<file path="src/pkg/app_defines.svh">
`ifndef APP_DEFINES_SVH
`define APP_DEFINES_SVH
`define APP_CLK_MHZ 20
`define APP_INIT_US 10
`define APP_CLK_TO_NS 2000
`define APP_SAMPLE_W 24
`define APP_PWM_W 6
`define APP_FIFO_DEPTH 16
`define APP_BITS_HALF 6'h20
`define APP_BCLK_HALF_CYC 4
`define APP_TICK_NORMAL 8
`define APP_TICK_DOUBLE 16
`define APP_OSR_NORMAL 8
`define APP_OSR_DOUBLE 4
`define APP_SHIFT_NORMAL 3
`define APP_SHIFT_DOUBLE 2
`define APP_FMT_RJ_LAST 3'h2
`define APP_FMT_I2S_LAST 3'h5
`define APP_FMT_DSP 3'h7
`define APP_SY_W 12
`define APP_SY_DATA 0
`define APP_SY_BCLK 1
`define APP_SY_FCLK 2
`define APP_SY_RST 3
`define APP_SY_PWR 4
`define APP_SY_PLL 5
`define APP_SY_DBL 6
`define APP_SY_MS 7
`define APP_SY_MUTE 8
`define APP_SY_FMT 9
`endif

</file>
<file path="src/pkg/app_pkg.sv">
`include "app_defines.svh"
package app_pkg;
  typedef enum logic [2:0] {ST_DOWN, ST_RESET, ST_INIT, ST_RUN, ST_FAULT}
    app_state_e;
  typedef enum logic [1:0] {OUT_HARD, OUT_QUIET, OUT_AUDIO} app_out_e;
  typedef struct packed {
    logic [`APP_SAMPLE_W-1:0] l;
    logic [`APP_SAMPLE_W-1:0] r;
  } app_stereo_s;
  typedef struct packed {
    app_state_e st;
    logic [`APP_SY_W-1:0] sy1;
    logic [`APP_SY_W-1:0] sy2;
    logic ms;
    logic dbl;
    logic [2:0] fmt;
    logic [15:0] tmr;
    logic [7:0] wdog;
    logic bclk_q;
    logic fclk_q;
    logic synced;
    logic [5:0] bcnt;
    logic [3:0] subcnt;
    logic [`APP_SAMPLE_W-1:0] shreg;
    app_stereo_s word;
    logic push;
    logic perr;
    logic [2:0] phase;
    app_stereo_s cur;
    logic signed [`APP_SAMPLE_W:0] stepl;
    logic signed [`APP_SAMPLE_W:0] stepr;
    logic signed [`APP_SAMPLE_W:0] accl;
    logic signed [`APP_SAMPLE_W:0] accr;
    logic [`APP_PWM_W-1:0] pcnt;
    logic [1:0] gdiv;
    logic gbclk;
    logic [5:0] gbit;
    logic mclk;
    logic valid;
  } app_main_s;
endpackage

</file>
<file path="src/hdl/app_fifo.sv">
`timescale 1ns/1ps
`include "app_defines.svh"
module app_fifo #(
  parameter int WIDTH = 2 * `APP_SAMPLE_W,
  parameter int DEPTH = `APP_FIFO_DEPTH
) (
  input wire logic i_clk,
  input wire logic i_rst_n,
  input wire logic i_valid,
  output logic o_ready,
  input wire logic [WIDTH-1:0] i_data,
  output logic o_valid,
  input wire logic i_ready,
  output logic [WIDTH-1:0] o_data
);
  import app_pkg::*;
  localparam int AW = $clog2(DEPTH);
  typedef struct packed {
    logic [DEPTH-1:0][WIDTH-1:0] mem;
    logic [AW:0] wp;
    logic [AW:0] rp;
  } app_fifo_s;
  app_fifo_s s_r, s_nxt;
  logic full, empty;

  assign full = (s_r.wp[AW] != s_r.rp[AW]) &&
                (s_r.wp[AW-1:0] == s_r.rp[AW-1:0]);
  assign empty = (s_r.wp == s_r.rp);
  assign o_ready = ~full;
  assign o_valid = ~empty;
  assign o_data = s_r.mem[s_r.rp[AW-1:0]];

  always_comb
  begin
    s_nxt = s_r;
    if (i_valid && !full)
    begin
      s_nxt.mem[s_r.wp[AW-1:0]] = i_data;
      s_nxt.wp = s_r.wp + 1'b1;
    end
    if (i_ready && !empty)
      s_nxt.rp = s_r.rp + 1'b1;
  end

  always_ff @(posedge i_clk)
  begin
    if (!i_rst_n)
      s_r <= '0;
    else
      s_r <= s_nxt;
  end
endmodule

</file>
<file path="src/hdl/app_pwm_chan.sv">
`timescale 1ns/1ps
`include "app_defines.svh"
module app_pwm_chan #(
  parameter int SW = `APP_SAMPLE_W,
  parameter int PW = `APP_PWM_W
) (
  input wire logic i_clk,
  input wire logic i_rst_n,
  input wire logic signed [SW-1:0] i_sample,
  input wire logic [PW-1:0] i_cnt,
  input wire app_pkg::app_out_e i_mode,
  output logic o_pos,
  output logic o_neg
);
  import app_pkg::*;
  localparam int EW = SW + 4;
  localparam int SH = SW - PW;
  localparam logic signed [EW-1:0] MAXV = EW'((1 <<< (SW - 1)) - 1);
  localparam logic signed [EW-1:0] MINV = EW'(-(1 <<< (SW - 1)));
  localparam logic [PW-1:0] HALF = PW'(1 <<< (PW - 1));
  typedef struct packed {
    logic signed [EW-1:0] e1;
    logic signed [EW-1:0] e2;
    logic signed [EW-1:0] e3;
    logic signed [EW-1:0] e4;
    logic [PW-1:0] duty;
    logic pos;
    logic neg;
  } app_chan_s;
  app_chan_s s_r, s_nxt;
  logic signed [EW-1:0] y, qv, e;
  logic signed [PW-1:0] q;
  logic pwm;

  always_comb
  begin
    s_nxt = s_r;
    // fourth-order error feedback
    y = EW'(i_sample) + (s_r.e1 <<< 2) - (s_r.e2 <<< 2) - (s_r.e2 <<< 1)
        + (s_r.e3 <<< 2) - s_r.e4;
    if (y > MAXV)
      qv = MAXV;
    else if (y < MINV)
      qv = MINV;
    else
      qv = y;
    q = PW'(qv >>> SH);
    e = qv - (EW'(q) <<< SH);
    if (&i_cnt)
    begin
      if (i_mode == OUT_AUDIO)
      begin
        s_nxt.e1 = e;
        s_nxt.e2 = s_r.e1;
        s_nxt.e3 = s_r.e2;
        s_nxt.e4 = s_r.e3;
        s_nxt.duty = {~q[PW-1], q[PW-2:0]};
      end
      else
      begin
        // zero value at half duty
        s_nxt.e1 = '0;
        s_nxt.e2 = '0;
        s_nxt.e3 = '0;
        s_nxt.e4 = '0;
        s_nxt.duty = HALF;
      end
    end
    // two-state complementary drive
    pwm = (i_cnt < s_r.duty);
    // hard mute overrides all
    if (i_mode == OUT_HARD)
    begin
      s_nxt.pos = 1'b0;
      s_nxt.neg = 1'b1;
    end
    else
    begin
      s_nxt.pos = pwm;
      s_nxt.neg = ~pwm;
    end
  end

  always_ff @(posedge i_clk)
  begin
    if (!i_rst_n)
    begin
      s_r <= '0;
      s_r.neg <= 1'b1;
    end
    else
      s_r <= s_nxt;
  end

  assign o_pos = s_r.pos;
  assign o_neg = s_r.neg;
endmodule

</file>
<file path="src/hdl/app_core.sv">
// Overview of operation
// master mode drives 256/64/1 Fs clocks
// slave mode: master clock output low
// slave clocks must track master clock
// normal speed reference clock rates fixed
// double speed slave clock rates fixed
// 32 kHz only without double speed
// bit/frame pins output in master mode
// lost lock drops both valid flags
// interpolate 8x normal, 4x double speed
// fourth-order shaper then two-state PWM
// format pin change restarts initialization
// power up: flags low, hard mute
// reset required when mode selects change
// reset held: hard mute, flags low
// reset rise with power on: initialize
// power down stops PLL and oscillator
// both low: stay powered down, muted
// mute low gives 50% duty zero
// double speed taken at reset release
// valid flags high when outputs valid
// clock errors mute, then reinitialize
// hard mute wins over quiet mute
`timescale 1ns/1ps
`include "app_defines.svh"
module app_core #(
  parameter int PW = `APP_PWM_W,
  parameter int DEPTH = `APP_FIFO_DEPTH
) (
  input wire logic i_clk,
  input wire logic i_rst_n,
  input wire logic i_serial_audio_in,
  input wire logic i_shift_clk,
  input wire logic i_frame_clk,
  input wire logic i_chip_reset_n,
  input wire logic i_power_down_n,
  input wire logic i_pll_locked,
  input wire logic i_format_select_bit0,
  input wire logic i_format_select_bit1,
  input wire logic i_format_select_bit2,
  input wire logic i_double_speed_select,
  input wire logic i_master_select,
  input wire logic i_mute_n,
  output logic o_mclk_out,
  output logic o_shift_clk,
  output logic o_shift_clk_oe,
  output logic o_frame_clk,
  output logic o_frame_clk_oe,
  output logic o_osc_enable,
  output logic o_pll_enable,
  output logic o_left_pos_pulse_out,
  output logic o_left_neg_pulse_out,
  output logic o_right_pos_pulse_out,
  output logic o_right_neg_pulse_out,
  output logic o_valid_left,
  output logic o_valid_right
);
  import app_pkg::*;
  localparam int SW = `APP_SAMPLE_W;
  localparam int INIT_CYC = `APP_INIT_US * `APP_CLK_MHZ;
  localparam int TO_CYC = `APP_CLK_TO_NS * `APP_CLK_MHZ / 1000;
  localparam logic [15:0] INIT_MAX = 16'(INIT_CYC - 1);
  localparam logic [7:0] WD_MAX = 8'(TO_CYC);
  localparam logic [1:0] GDIV_MAX = 2'(`APP_BCLK_HALF_CYC - 1);

  app_main_s s_r, s_nxt;
  app_stereo_s fifo_out;
  app_out_e omode;
  logic [`APP_SY_W-1:0] pins;
  logic [2:0] fmt_s;
  logic rst_s, pwr_s, pll_s, sbclk, sfclk, sdata;
  logic dsp, rjust, i2s, left_lvl, bedge, fedge, tick, missing, err;
  logic fifo_rdy, fifo_vld, pop, fifo_rst_n;
  logic [3:0] tick_lim;
  logic [2:0] ph_lim;
  logic [5:0] cap_at;
  logic [4:0] nbits;

  function automatic logic [SW-1:0] align(input logic [SW-1:0] sh,
                                          input logic [4:0] n);
    if (n == 5'd16)
      align = {sh[15:0], 8'h00};
    else if (n == 5'd20)
      align = {sh[19:0], 4'h0};
    else
      align = sh;
  endfunction

  ////////////////////////////////////////////////////////////////////////
  // pin sampling and decode
  assign pins = {i_format_select_bit2, i_format_select_bit1,
                 i_format_select_bit0, i_mute_n, i_master_select,
                 i_double_speed_select, i_pll_locked, i_power_down_n,
                 i_chip_reset_n, i_frame_clk, i_shift_clk,
                 i_serial_audio_in};
  assign rst_s = s_r.sy2[`APP_SY_RST];
  assign pwr_s = s_r.sy2[`APP_SY_PWR];
  assign pll_s = s_r.sy2[`APP_SY_PLL];
  assign fmt_s = s_r.sy2[`APP_SY_FMT+:3];
  assign sdata = s_r.sy2[`APP_SY_DATA];
  // own clocks in master, pins in slave
  assign sbclk = s_r.ms ? s_r.gbclk : s_r.sy2[`APP_SY_BCLK];
  assign sfclk = s_r.ms ? s_r.gbit[5] : s_r.sy2[`APP_SY_FCLK];
  assign dsp = (s_r.fmt == `APP_FMT_DSP);
  assign rjust = (s_r.fmt <= `APP_FMT_RJ_LAST);
  assign i2s = !rjust && (s_r.fmt <= `APP_FMT_I2S_LAST);
  assign left_lvl = ~i2s;
  assign nbits = (s_r.fmt == 3'h1 || s_r.fmt == 3'h4) ? 5'd20 :
                 (s_r.fmt == 3'h2 || s_r.fmt == 3'h5) ? 5'd24 : 5'd16;
  assign cap_at = {1'b0, nbits} + {5'h00, i2s};
  assign bedge = dsp ? (s_r.bclk_q & ~sbclk) : (~s_r.bclk_q & sbclk);
  assign fedge = s_r.fclk_q ^ sfclk;
  // double speed only halves the ratio
  assign tick_lim = s_r.dbl ? 4'(`APP_TICK_DOUBLE - 1) :
                              4'(`APP_TICK_NORMAL - 1);
  // R9 8x normal, 4x double speed
  assign ph_lim = s_r.dbl ? 3'(`APP_OSR_DOUBLE - 1) :
                            3'(`APP_OSR_NORMAL - 1);
  assign tick = bedge && (s_r.subcnt == tick_lim);
  assign pop = tick && (s_r.st == ST_RUN) && (s_r.phase == 3'h0) && fifo_vld;
  // missing clock watchdog
  assign missing = ~s_r.ms && (s_r.wdog == WD_MAX);
  // lost lock is an error
  assign err = ~pll_s | missing | s_r.perr | (s_r.push & ~fifo_rdy);
  assign fifo_rst_n = i_rst_n && (s_r.st == ST_RUN);

  ////////////////////////////////////////////////////////////////////////
  // next state
  always_comb
  begin
    logic signed [SW:0] dl;
    logic signed [SW:0] dr;
    logic go_init;
    app_stereo_s nw;
    dl = '0;
    dr = '0;
    go_init = 1'b0;
    nw = fifo_vld ? fifo_out : s_r.cur;
    s_nxt = s_r;
    s_nxt.sy1 = pins;
    s_nxt.sy2 = s_r.sy1;
    s_nxt.push = 1'b0;
    s_nxt.perr = 1'b0;
    s_nxt.bclk_q = sbclk;
    s_nxt.fclk_q = sfclk;
    s_nxt.pcnt = s_r.pcnt + 1'b1;

    // master clock generation
    if (s_r.ms && s_r.st != ST_DOWN)
    begin
      s_nxt.mclk = ~s_r.mclk;
      s_nxt.gdiv = s_r.gdiv + 2'h1;
      if (s_r.gdiv == GDIV_MAX)
      begin
        s_nxt.gdiv = 2'h0;
        s_nxt.gbclk = ~s_r.gbclk;
        if (s_r.gbclk)
          s_nxt.gbit = s_r.gbit + 6'h01;
      end
    end
    else
    begin
      // master clock output low in slave
      s_nxt.mclk = 1'b0;
      s_nxt.gdiv = 2'h0;
      s_nxt.gbclk = 1'b0;
      s_nxt.gbit = 6'h00;
    end

    if (bedge)
      s_nxt.wdog = 8'h00;
    else if (s_r.wdog != WD_MAX)
      s_nxt.wdog = s_r.wdog + 8'h01;

    // serial receiver
    if (bedge)
    begin
      s_nxt.shreg = {s_r.shreg[SW-2:0], sdata};
      s_nxt.bcnt = s_r.bcnt + 6'h01;
      s_nxt.subcnt = (s_r.subcnt == tick_lim) ? 4'h0 : s_r.subcnt + 4'h1;
      if (!rjust && s_nxt.bcnt == cap_at)
      begin
        if (sfclk == left_lvl)
          s_nxt.word.l = align(s_nxt.shreg, nbits);
        else
          s_nxt.word.r = align(s_nxt.shreg, nbits);
      end
    end
    if (fedge)
    begin
      // phase error: wrong bit count
      if (s_r.synced && s_r.bcnt != `APP_BITS_HALF)
        s_nxt.perr = 1'b1;
      s_nxt.bcnt = bedge ? 6'h01 : 6'h00;
      s_nxt.synced = 1'b1;
      if (rjust)
      begin
        if (s_r.fclk_q == left_lvl)
          s_nxt.word.l = align(s_nxt.shreg, nbits);
        else
          s_nxt.word.r = align(s_nxt.shreg, nbits);
      end
      if (s_r.synced && s_r.fclk_q != left_lvl && s_r.st == ST_RUN)
        s_nxt.push = 1'b1;
    end

    // linear-phase linear interpolation
    if (tick && s_r.st == ST_RUN)
    begin
      s_nxt.phase = (s_r.phase == ph_lim) ? 3'h0 : s_r.phase + 3'h1;
      if (s_r.phase == 3'h0)
      begin
        dl = {nw.l[SW-1], nw.l} - {s_r.cur.l[SW-1], s_r.cur.l};
        dr = {nw.r[SW-1], nw.r} - {s_r.cur.r[SW-1], s_r.cur.r};
        s_nxt.stepl = s_r.dbl ? dl >>> `APP_SHIFT_DOUBLE :
                                dl >>> `APP_SHIFT_NORMAL;
        s_nxt.stepr = s_r.dbl ? dr >>> `APP_SHIFT_DOUBLE :
                                dr >>> `APP_SHIFT_NORMAL;
        s_nxt.accl = {s_r.cur.l[SW-1], s_r.cur.l};
        s_nxt.accr = {s_r.cur.r[SW-1], s_r.cur.r};
        s_nxt.cur = nw;
      end
      else
      begin
        s_nxt.accl = s_r.accl + s_r.stepl;
        s_nxt.accr = s_r.accr + s_r.stepr;
      end
    end

    // control sequence
    case (s_r.st)
      ST_DOWN, ST_RESET:
        // release starts initialization
        go_init = 1'b1;
      ST_INIT:
        if (s_r.tmr == INIT_MAX)
          s_nxt.st = ST_RUN;
        else
          s_nxt.tmr = s_r.tmr + 16'h0001;
      ST_RUN:
        // format change restarts
        if (fmt_s != s_r.fmt)
          go_init = 1'b1;
        else if (err)
          s_nxt.st = ST_FAULT;
      ST_FAULT:
        // reinitialize once clocks return
        go_init = pll_s & ~missing;
      default:
        s_nxt.st = ST_DOWN;
    endcase
    if (go_init)
    begin
      s_nxt.st = ST_INIT;
      s_nxt.tmr = 16'h0000;
      // mode selects latched on release
      s_nxt.ms = s_r.sy2[`APP_SY_MS];
      s_nxt.dbl = s_r.sy2[`APP_SY_DBL];
      if (!s_r.sy2[`APP_SY_MS])
        s_nxt.mclk = 1'b0;
      s_nxt.fmt = fmt_s;
      s_nxt.synced = 1'b0;
      s_nxt.wdog = 8'h00;
      s_nxt.phase = 3'h0;
      s_nxt.cur = '0;
      s_nxt.accl = '0;
      s_nxt.accr = '0;
    end
    // power down holds off
    if (!pwr_s)
      s_nxt.st = ST_DOWN;
    // reset held
    else if (!rst_s)
      s_nxt.st = ST_RESET;
    // valid only in operation
    s_nxt.valid = (s_nxt.st == ST_RUN);
  end

  always_ff @(posedge i_clk)
  begin
    if (!i_rst_n)
      s_r <= '0;
    else
      s_r <= s_nxt;
  end

  ////////////////////////////////////////////////////////////////////////
  // sample buffer and output channels
  app_fifo #(
    .WIDTH($bits(app_stereo_s)),
    .DEPTH(DEPTH)
  ) u_fifo (
    .i_clk(i_clk),
    .i_rst_n(fifo_rst_n),
    .i_valid(s_r.push),
    .o_ready(fifo_rdy),
    .i_data(s_r.word),
    .o_valid(fifo_vld),
    .i_ready(pop),
    .o_data(fifo_out)
  );

  // hard mute outside operation
  assign omode = (s_r.st != ST_RUN) ? OUT_HARD :
                 s_r.sy2[`APP_SY_MUTE] ? OUT_AUDIO : OUT_QUIET;

  app_pwm_chan #(
    .SW(SW),
    .PW(PW)
  ) u_left (
    .i_clk(i_clk),
    .i_rst_n(i_rst_n),
    .i_sample(s_r.accl[SW-1:0]),
    .i_cnt(s_r.pcnt),
    .i_mode(omode),
    .o_pos(o_left_pos_pulse_out),
    .o_neg(o_left_neg_pulse_out)
  );

  app_pwm_chan #(
    .SW(SW),
    .PW(PW)
  ) u_right (
    .i_clk(i_clk),
    .i_rst_n(i_rst_n),
    .i_sample(s_r.accr[SW-1:0]),
    .i_cnt(s_r.pcnt),
    .i_mode(omode),
    .o_pos(o_right_pos_pulse_out),
    .o_neg(o_right_neg_pulse_out)
  );

  ////////////////////////////////////////////////////////////////////////
  // outputs
  assign o_mclk_out = s_r.mclk;
  assign o_shift_clk = s_r.gbclk;
  assign o_shift_clk_oe = s_r.ms;
  assign o_frame_clk = s_r.gbit[5];
  assign o_frame_clk_oe = s_r.ms;
  // oscillator and PLL off
  assign o_osc_enable = pwr_s;
  assign o_pll_enable = pwr_s;
  assign o_valid_left = s_r.valid;
  assign o_valid_right = s_r.valid;
endmodule

</file>
<file path="config.mk">
export PLATFORM = sky130hd
export DESIGN_NAME = app_core
export DESIGN_NICKNAME = d
export VERILOG_FILES = /design/src/pkg/app_pkg.sv /design/src/hdl/app_fifo.sv /design/src/hdl/app_pwm_chan.sv /design/src/hdl/app_core.sv
export VERILOG_INCLUDE_DIRS = /design/src /design/src/pkg
export SDC_FILE = /design/constraint.sdc
export NUM_CORES = 2
export LEC_CHECK = 0
export BUFFER_PORTS_ARGS = -buffer_cell sky130_fd_sc_hd__buf_2
export CORE_UTILIZATION = 45
export CTS_CLUSTER_SIZE = 8
export DETAILED_ROUTE_END_ITERATION = 7
export PLACE_DENSITY = 0.66
export SYNTH_ARGS = -nofsm -noshare
export SYNTH_HDL_FRONTEND = slang
export SYNTH_SLANG_ARGS = --single-unit
</file>
<file path="constraint.sdc">
create_clock -name i_clk -period 7.7 [get_ports i_clk]
set_input_delay 1.155 -clock i_clk [delete_from_list [all_inputs] [get_ports i_clk]]
set_output_delay 1.155 -clock i_clk [all_outputs]
set_load 0.05 [all_outputs]
</file>
==> summary.md <==
| Metric | Value |
|---|---|
| Drt via density | 5.822 |
| Initial core utilization | 0.4534 |
| Tot Pwr | 14.05 mW |
| Fraction of layout instances using a drive strength above 1 | 0.08971 |
| Syn Std Cell Area | 65140 µm² |
| Non-Filler Instances | 9317 |
| Routed wire length | 193.2 mm |
| FF-to-FF Start | u_left.s_r[64] |
| Yosys warnings | 0 |
| Status | complete, but fails checks |
| Element type at the critical path end | flop |
| # nets final | 7776 |
| Hold path startpoint | rst_s |
| Max VDD drop | 0.0001822 V |
| Area of the multi-input gates | 35940 µm² |
| Num rows | 139 |
| CORE AREA | 143700 µm² |
| CTS Sinks | 1275 |
| Clock Pin Slew Worst Setup and Hold Paths | 0.05 ns |
| DP HPWL | 118.5 mm |
| Slew headroom | 0.09529 |
| Failing checks | design-rule violations |
| Reg2Reg Setup Slack | 0.79 ns |
| Worst hold path cell count | 1 |
| M2 GR Usage | 0.4239 |
| WL/cell | 20.74 µm |
| Area after DPL | 66390 µm² |
| Post-CTS resize count | 0 |
| Worst-Skew Late Latency | 0.82 ns |
| Sequential area share after synthesis | 0.3918 |
| Area occupied by registers | 25540 µm² |
| Area grow syn2layout | 9.268% |
| Placement Setup Slack | 0.7659 ns |
| CTS Root Cell | clkbuf_16 |
| Setup Viol. Count Final | 0 |
| Core Util, Final | 0.4955 |
| Ports | 27 |
| Setup Fix Bufs, Post-CTS | 0 |
| Routing usage on met1 | 0.3435 |
| # DRC | 2 |
| Min cycle time layout | 6.906 ns |
| Hold-fix buffers at CTS | 0 |
| Final Hold Viols | 0 |
| Static leakage | 23.92 nW |
| Htree depth | 4 |
| DRT Pass-1 Iters | 8 |
| Max_cap viols | 0 |
| All-Layer GR Usage | 0.2610 |
| Die area | 146300 µm² |
| Initial antenna violation count | 6 |
| CTS tree | built |
| First-pass GRT wire length | 301.6 mm |
| RSZ-0062 raised after global routing | false |
| IO Port Bufs | 26 |
| Startpoint Class | flop |
| Number of flops mapped to enable cells by yosys | 0 |
| Synthesized instance count | 7672 |
| Clock Tree Buf Depth | 3 |
| Fraction of registers with async set/reset | 0 |
| CP max FO | 8 |
| Vias in the first global route | 52520 |
| Final ANT Viol Nets | 0 |
| Period utilization | 0.8968 |
| Die W | 382.5 µm |
| Avg Cell Area, Syn | 8.490 µm² |
| Final-layout fill cell count | 13420 |
| GR Overflow Total | 0 |
| Vias | 54240 |
| First DRT Iteration DRCs | 5271 |
| Crit path required time | 8.41 ns |
| Synth Register Bits | 1275 |
| Critical Setup Path Class | reg2reg |
| Final WS setup | 0.7943 ns |
| Largest net degree at the start of global routing | 215 |
| Netlist cell types | 97 |
| WHS Endpoint | s_r[308] |
| Fmax | 144.8 MHz |
| CP arrival | 7.61 ns |
| Total CTS buffers | 177 |
| Ys flop type | dfxtp_1 |
| Power per cell area | 197.5 nW/µm² |
| Die H | 382.5 µm |
| Reg2reg path depth | 25 |
| Fin Setup TNS | 0 ns |
| Worst hold path class | reg2reg |
| Gpl congestion | 0.8653 |
| Clock skew | 0.03637 ns |
| Slew Viols, Final | 0 |
| Hold slack final | 0.4178 ns |
| Top Usage Layer GRT | met2 |
| Worst R2R End | u_left.s_r[119] |
| Worst-Margin Slew | 1.350 ns |
| GR Layer Usage met3 | 0.04962 |
| Placed insts | 9116 |
| Final instance area | 71180 µm² |
## metal layers
layer,vias to the layer above,share of wire
met5,-,0.00014
met2,2122,0.46
met4,4,0.031
li1,25310,-
met3,428,0.083
met1,26380,0.42
## area by class of cell
cell class / instances / share of cell area
Sequential cell: 1275 / 0.3588
Antenna cell: 1 / 0.00003516
Clock inverter: 15 / 0.004553
Inverter: 433 / 0.02294
Timing Repair Buffer: 121 / 0.01255
Multi-Input combinational cell: 5384 / 0.5050
Clock buffer: 185 / 0.06265
Tap cell: 1903 / 0.03345
## logic make-up after synthesis
| family | share of synthesized area |
|---|---|
| multiplexers | 0.09804 |
| AND/OR/NAND/NOR | 0.1700 |
| other | 0.0001153 |
| AO/OA/AOI/OAI | 0.1617 |
| flip-flops | 0.3918 |
| adder cells (fa/ha/maj) | 0.09043 |
| buffers and inverters | 0.06179 |
| XOR/XNOR | 0.02608 |
## worst max-delay path, cell delays in order (launching register included)
cell      delay [ns]
dfxtp_1         0.38
inv_1           0.09
fa_1            0.43
fa_1            0.51
inv_1           0.05
fa_1            0.47
inv_1           0.07
ha_1            0.30
a211oi_1        0.27
o211ai_1        0.18
a32oi_1         0.32
o221ai_1        0.29
a31oi_1         0.51
a211oi_1        0.14
a2111o_1        0.44
or3_1           0.38
ha_1            0.39
o21ai_0         0.48
ha_1            0.34
o21ai_0         0.16
nand2b_1        0.10
a21o_1          0.20
nand2_1         0.06
a21oi_1         0.04
mux2i_1         0.14
nand2_1         0.07
## registers in the layout (all words and copies together) (netlist names)
register	flops
pll_s	1
o_mclk_out	1
u_left.o_neg	1
o_valid_left	1
u_right.o_pos	1
u_right.o_neg	1
fmt_s	3
s_nxt	12
o_shift_clk	1
o_frame_clk	1
o_osc_enable	1
o_frame_clk_oe	1
rst_s	1
u_right.s_r	94
u_left.o_pos	1
s_r	282
u_fifo.s_r	778
u_left.s_r	94
## power breakdown
part	internal, mW	leakage (nW)	switching [mW]	total [mW]
Combinational	0.155	11.3	0.257	0.412
Clock	4.08	2.32	2.92	7.00
Sequential	6.62	10.3	0.0218	6.64
Total	10.9	23.9	3.20	14.1
## layout by cell type (no fill, tap or decap), types with 50 or more instances in the layout
| master | count |
|---|---|
| a21oi_1 | 993 |
| nand2b_1 | 50 |
| buf_4 | 91 |
| xor2_1 | 81 |
| a211oi_1 | 104 |
| nand2_1 | 1794 |
| a22oi_1 | 165 |
| clkbuf_16 | 177 |
| and2_1 | 58 |
| ha_1 | 202 |
| nand3_1 | 58 |
| o21ai_0 | 169 |
| dfxtp_1 | 1270 |
| inv_1 | 432 |
| nor3_1 | 50 |
| nor2_1 | 505 |
| fa_1 | 168 |
| xnor2_1 | 113 |
| mux4_2 | 236 |
| mux2i_1 | 53 |
| a21o_1 | 57 |
## cell usage after synthesis, types with 33 or more instances
library cell / count / area [µm²]
a211oi_1: 104 / 780.8
a21o_1: 57 / 427.9
a21oi_1: 993 / 4970
a221o_1: 40 / 400.4
a22oi_1: 165 / 1239
and2_1: 58 / 362.9
buf_1: 50 / 187.7
clkbuf_1: 521 / 1956
dfxtp_1: 1275 / 25520
fa_1: 168 / 3363
ha_1: 202 / 2527
inv_1: 432 / 1622
mux2_2: 41 / 461.7
mux2i_1: 53 / 530.5
mux4_2: 236 / 5315
nand2_1: 1798 / 6749
nand2b_1: 51 / 319.1
nand3_1: 72 / 360.4
nand4_1: 33 / 206.5
nor2_1: 519 / 1948
nor2b_1: 35 / 219.0
nor3_1: 55 / 275.3
o21ai_0: 170 / 850.8
xnor2_1: 113 / 989.7
xor2_1: 81 / 709.4
## worst max-delay path by stage
stage | end | depth (start not counted) | startpoint
4_1_cts | u_left.s_r[119] | 25 | u_left.s_r[64]
3_5_place_dp | u_left.s_r[119] | 25 | u_left.s_r[64]
3_3_place_gp | u_left.s_r[119] | 24 | s_r[45]
2_1_floorplan | u_right.s_r[119] | 29 | s_r[20]
5_1_grt | u_left.s_r[119] | 25 | u_left.s_r[64]
6_report | u_left.s_r[119] | 25 | u_left.s_r[64]
Note: power is estimated with default switching activity, not from simulation.
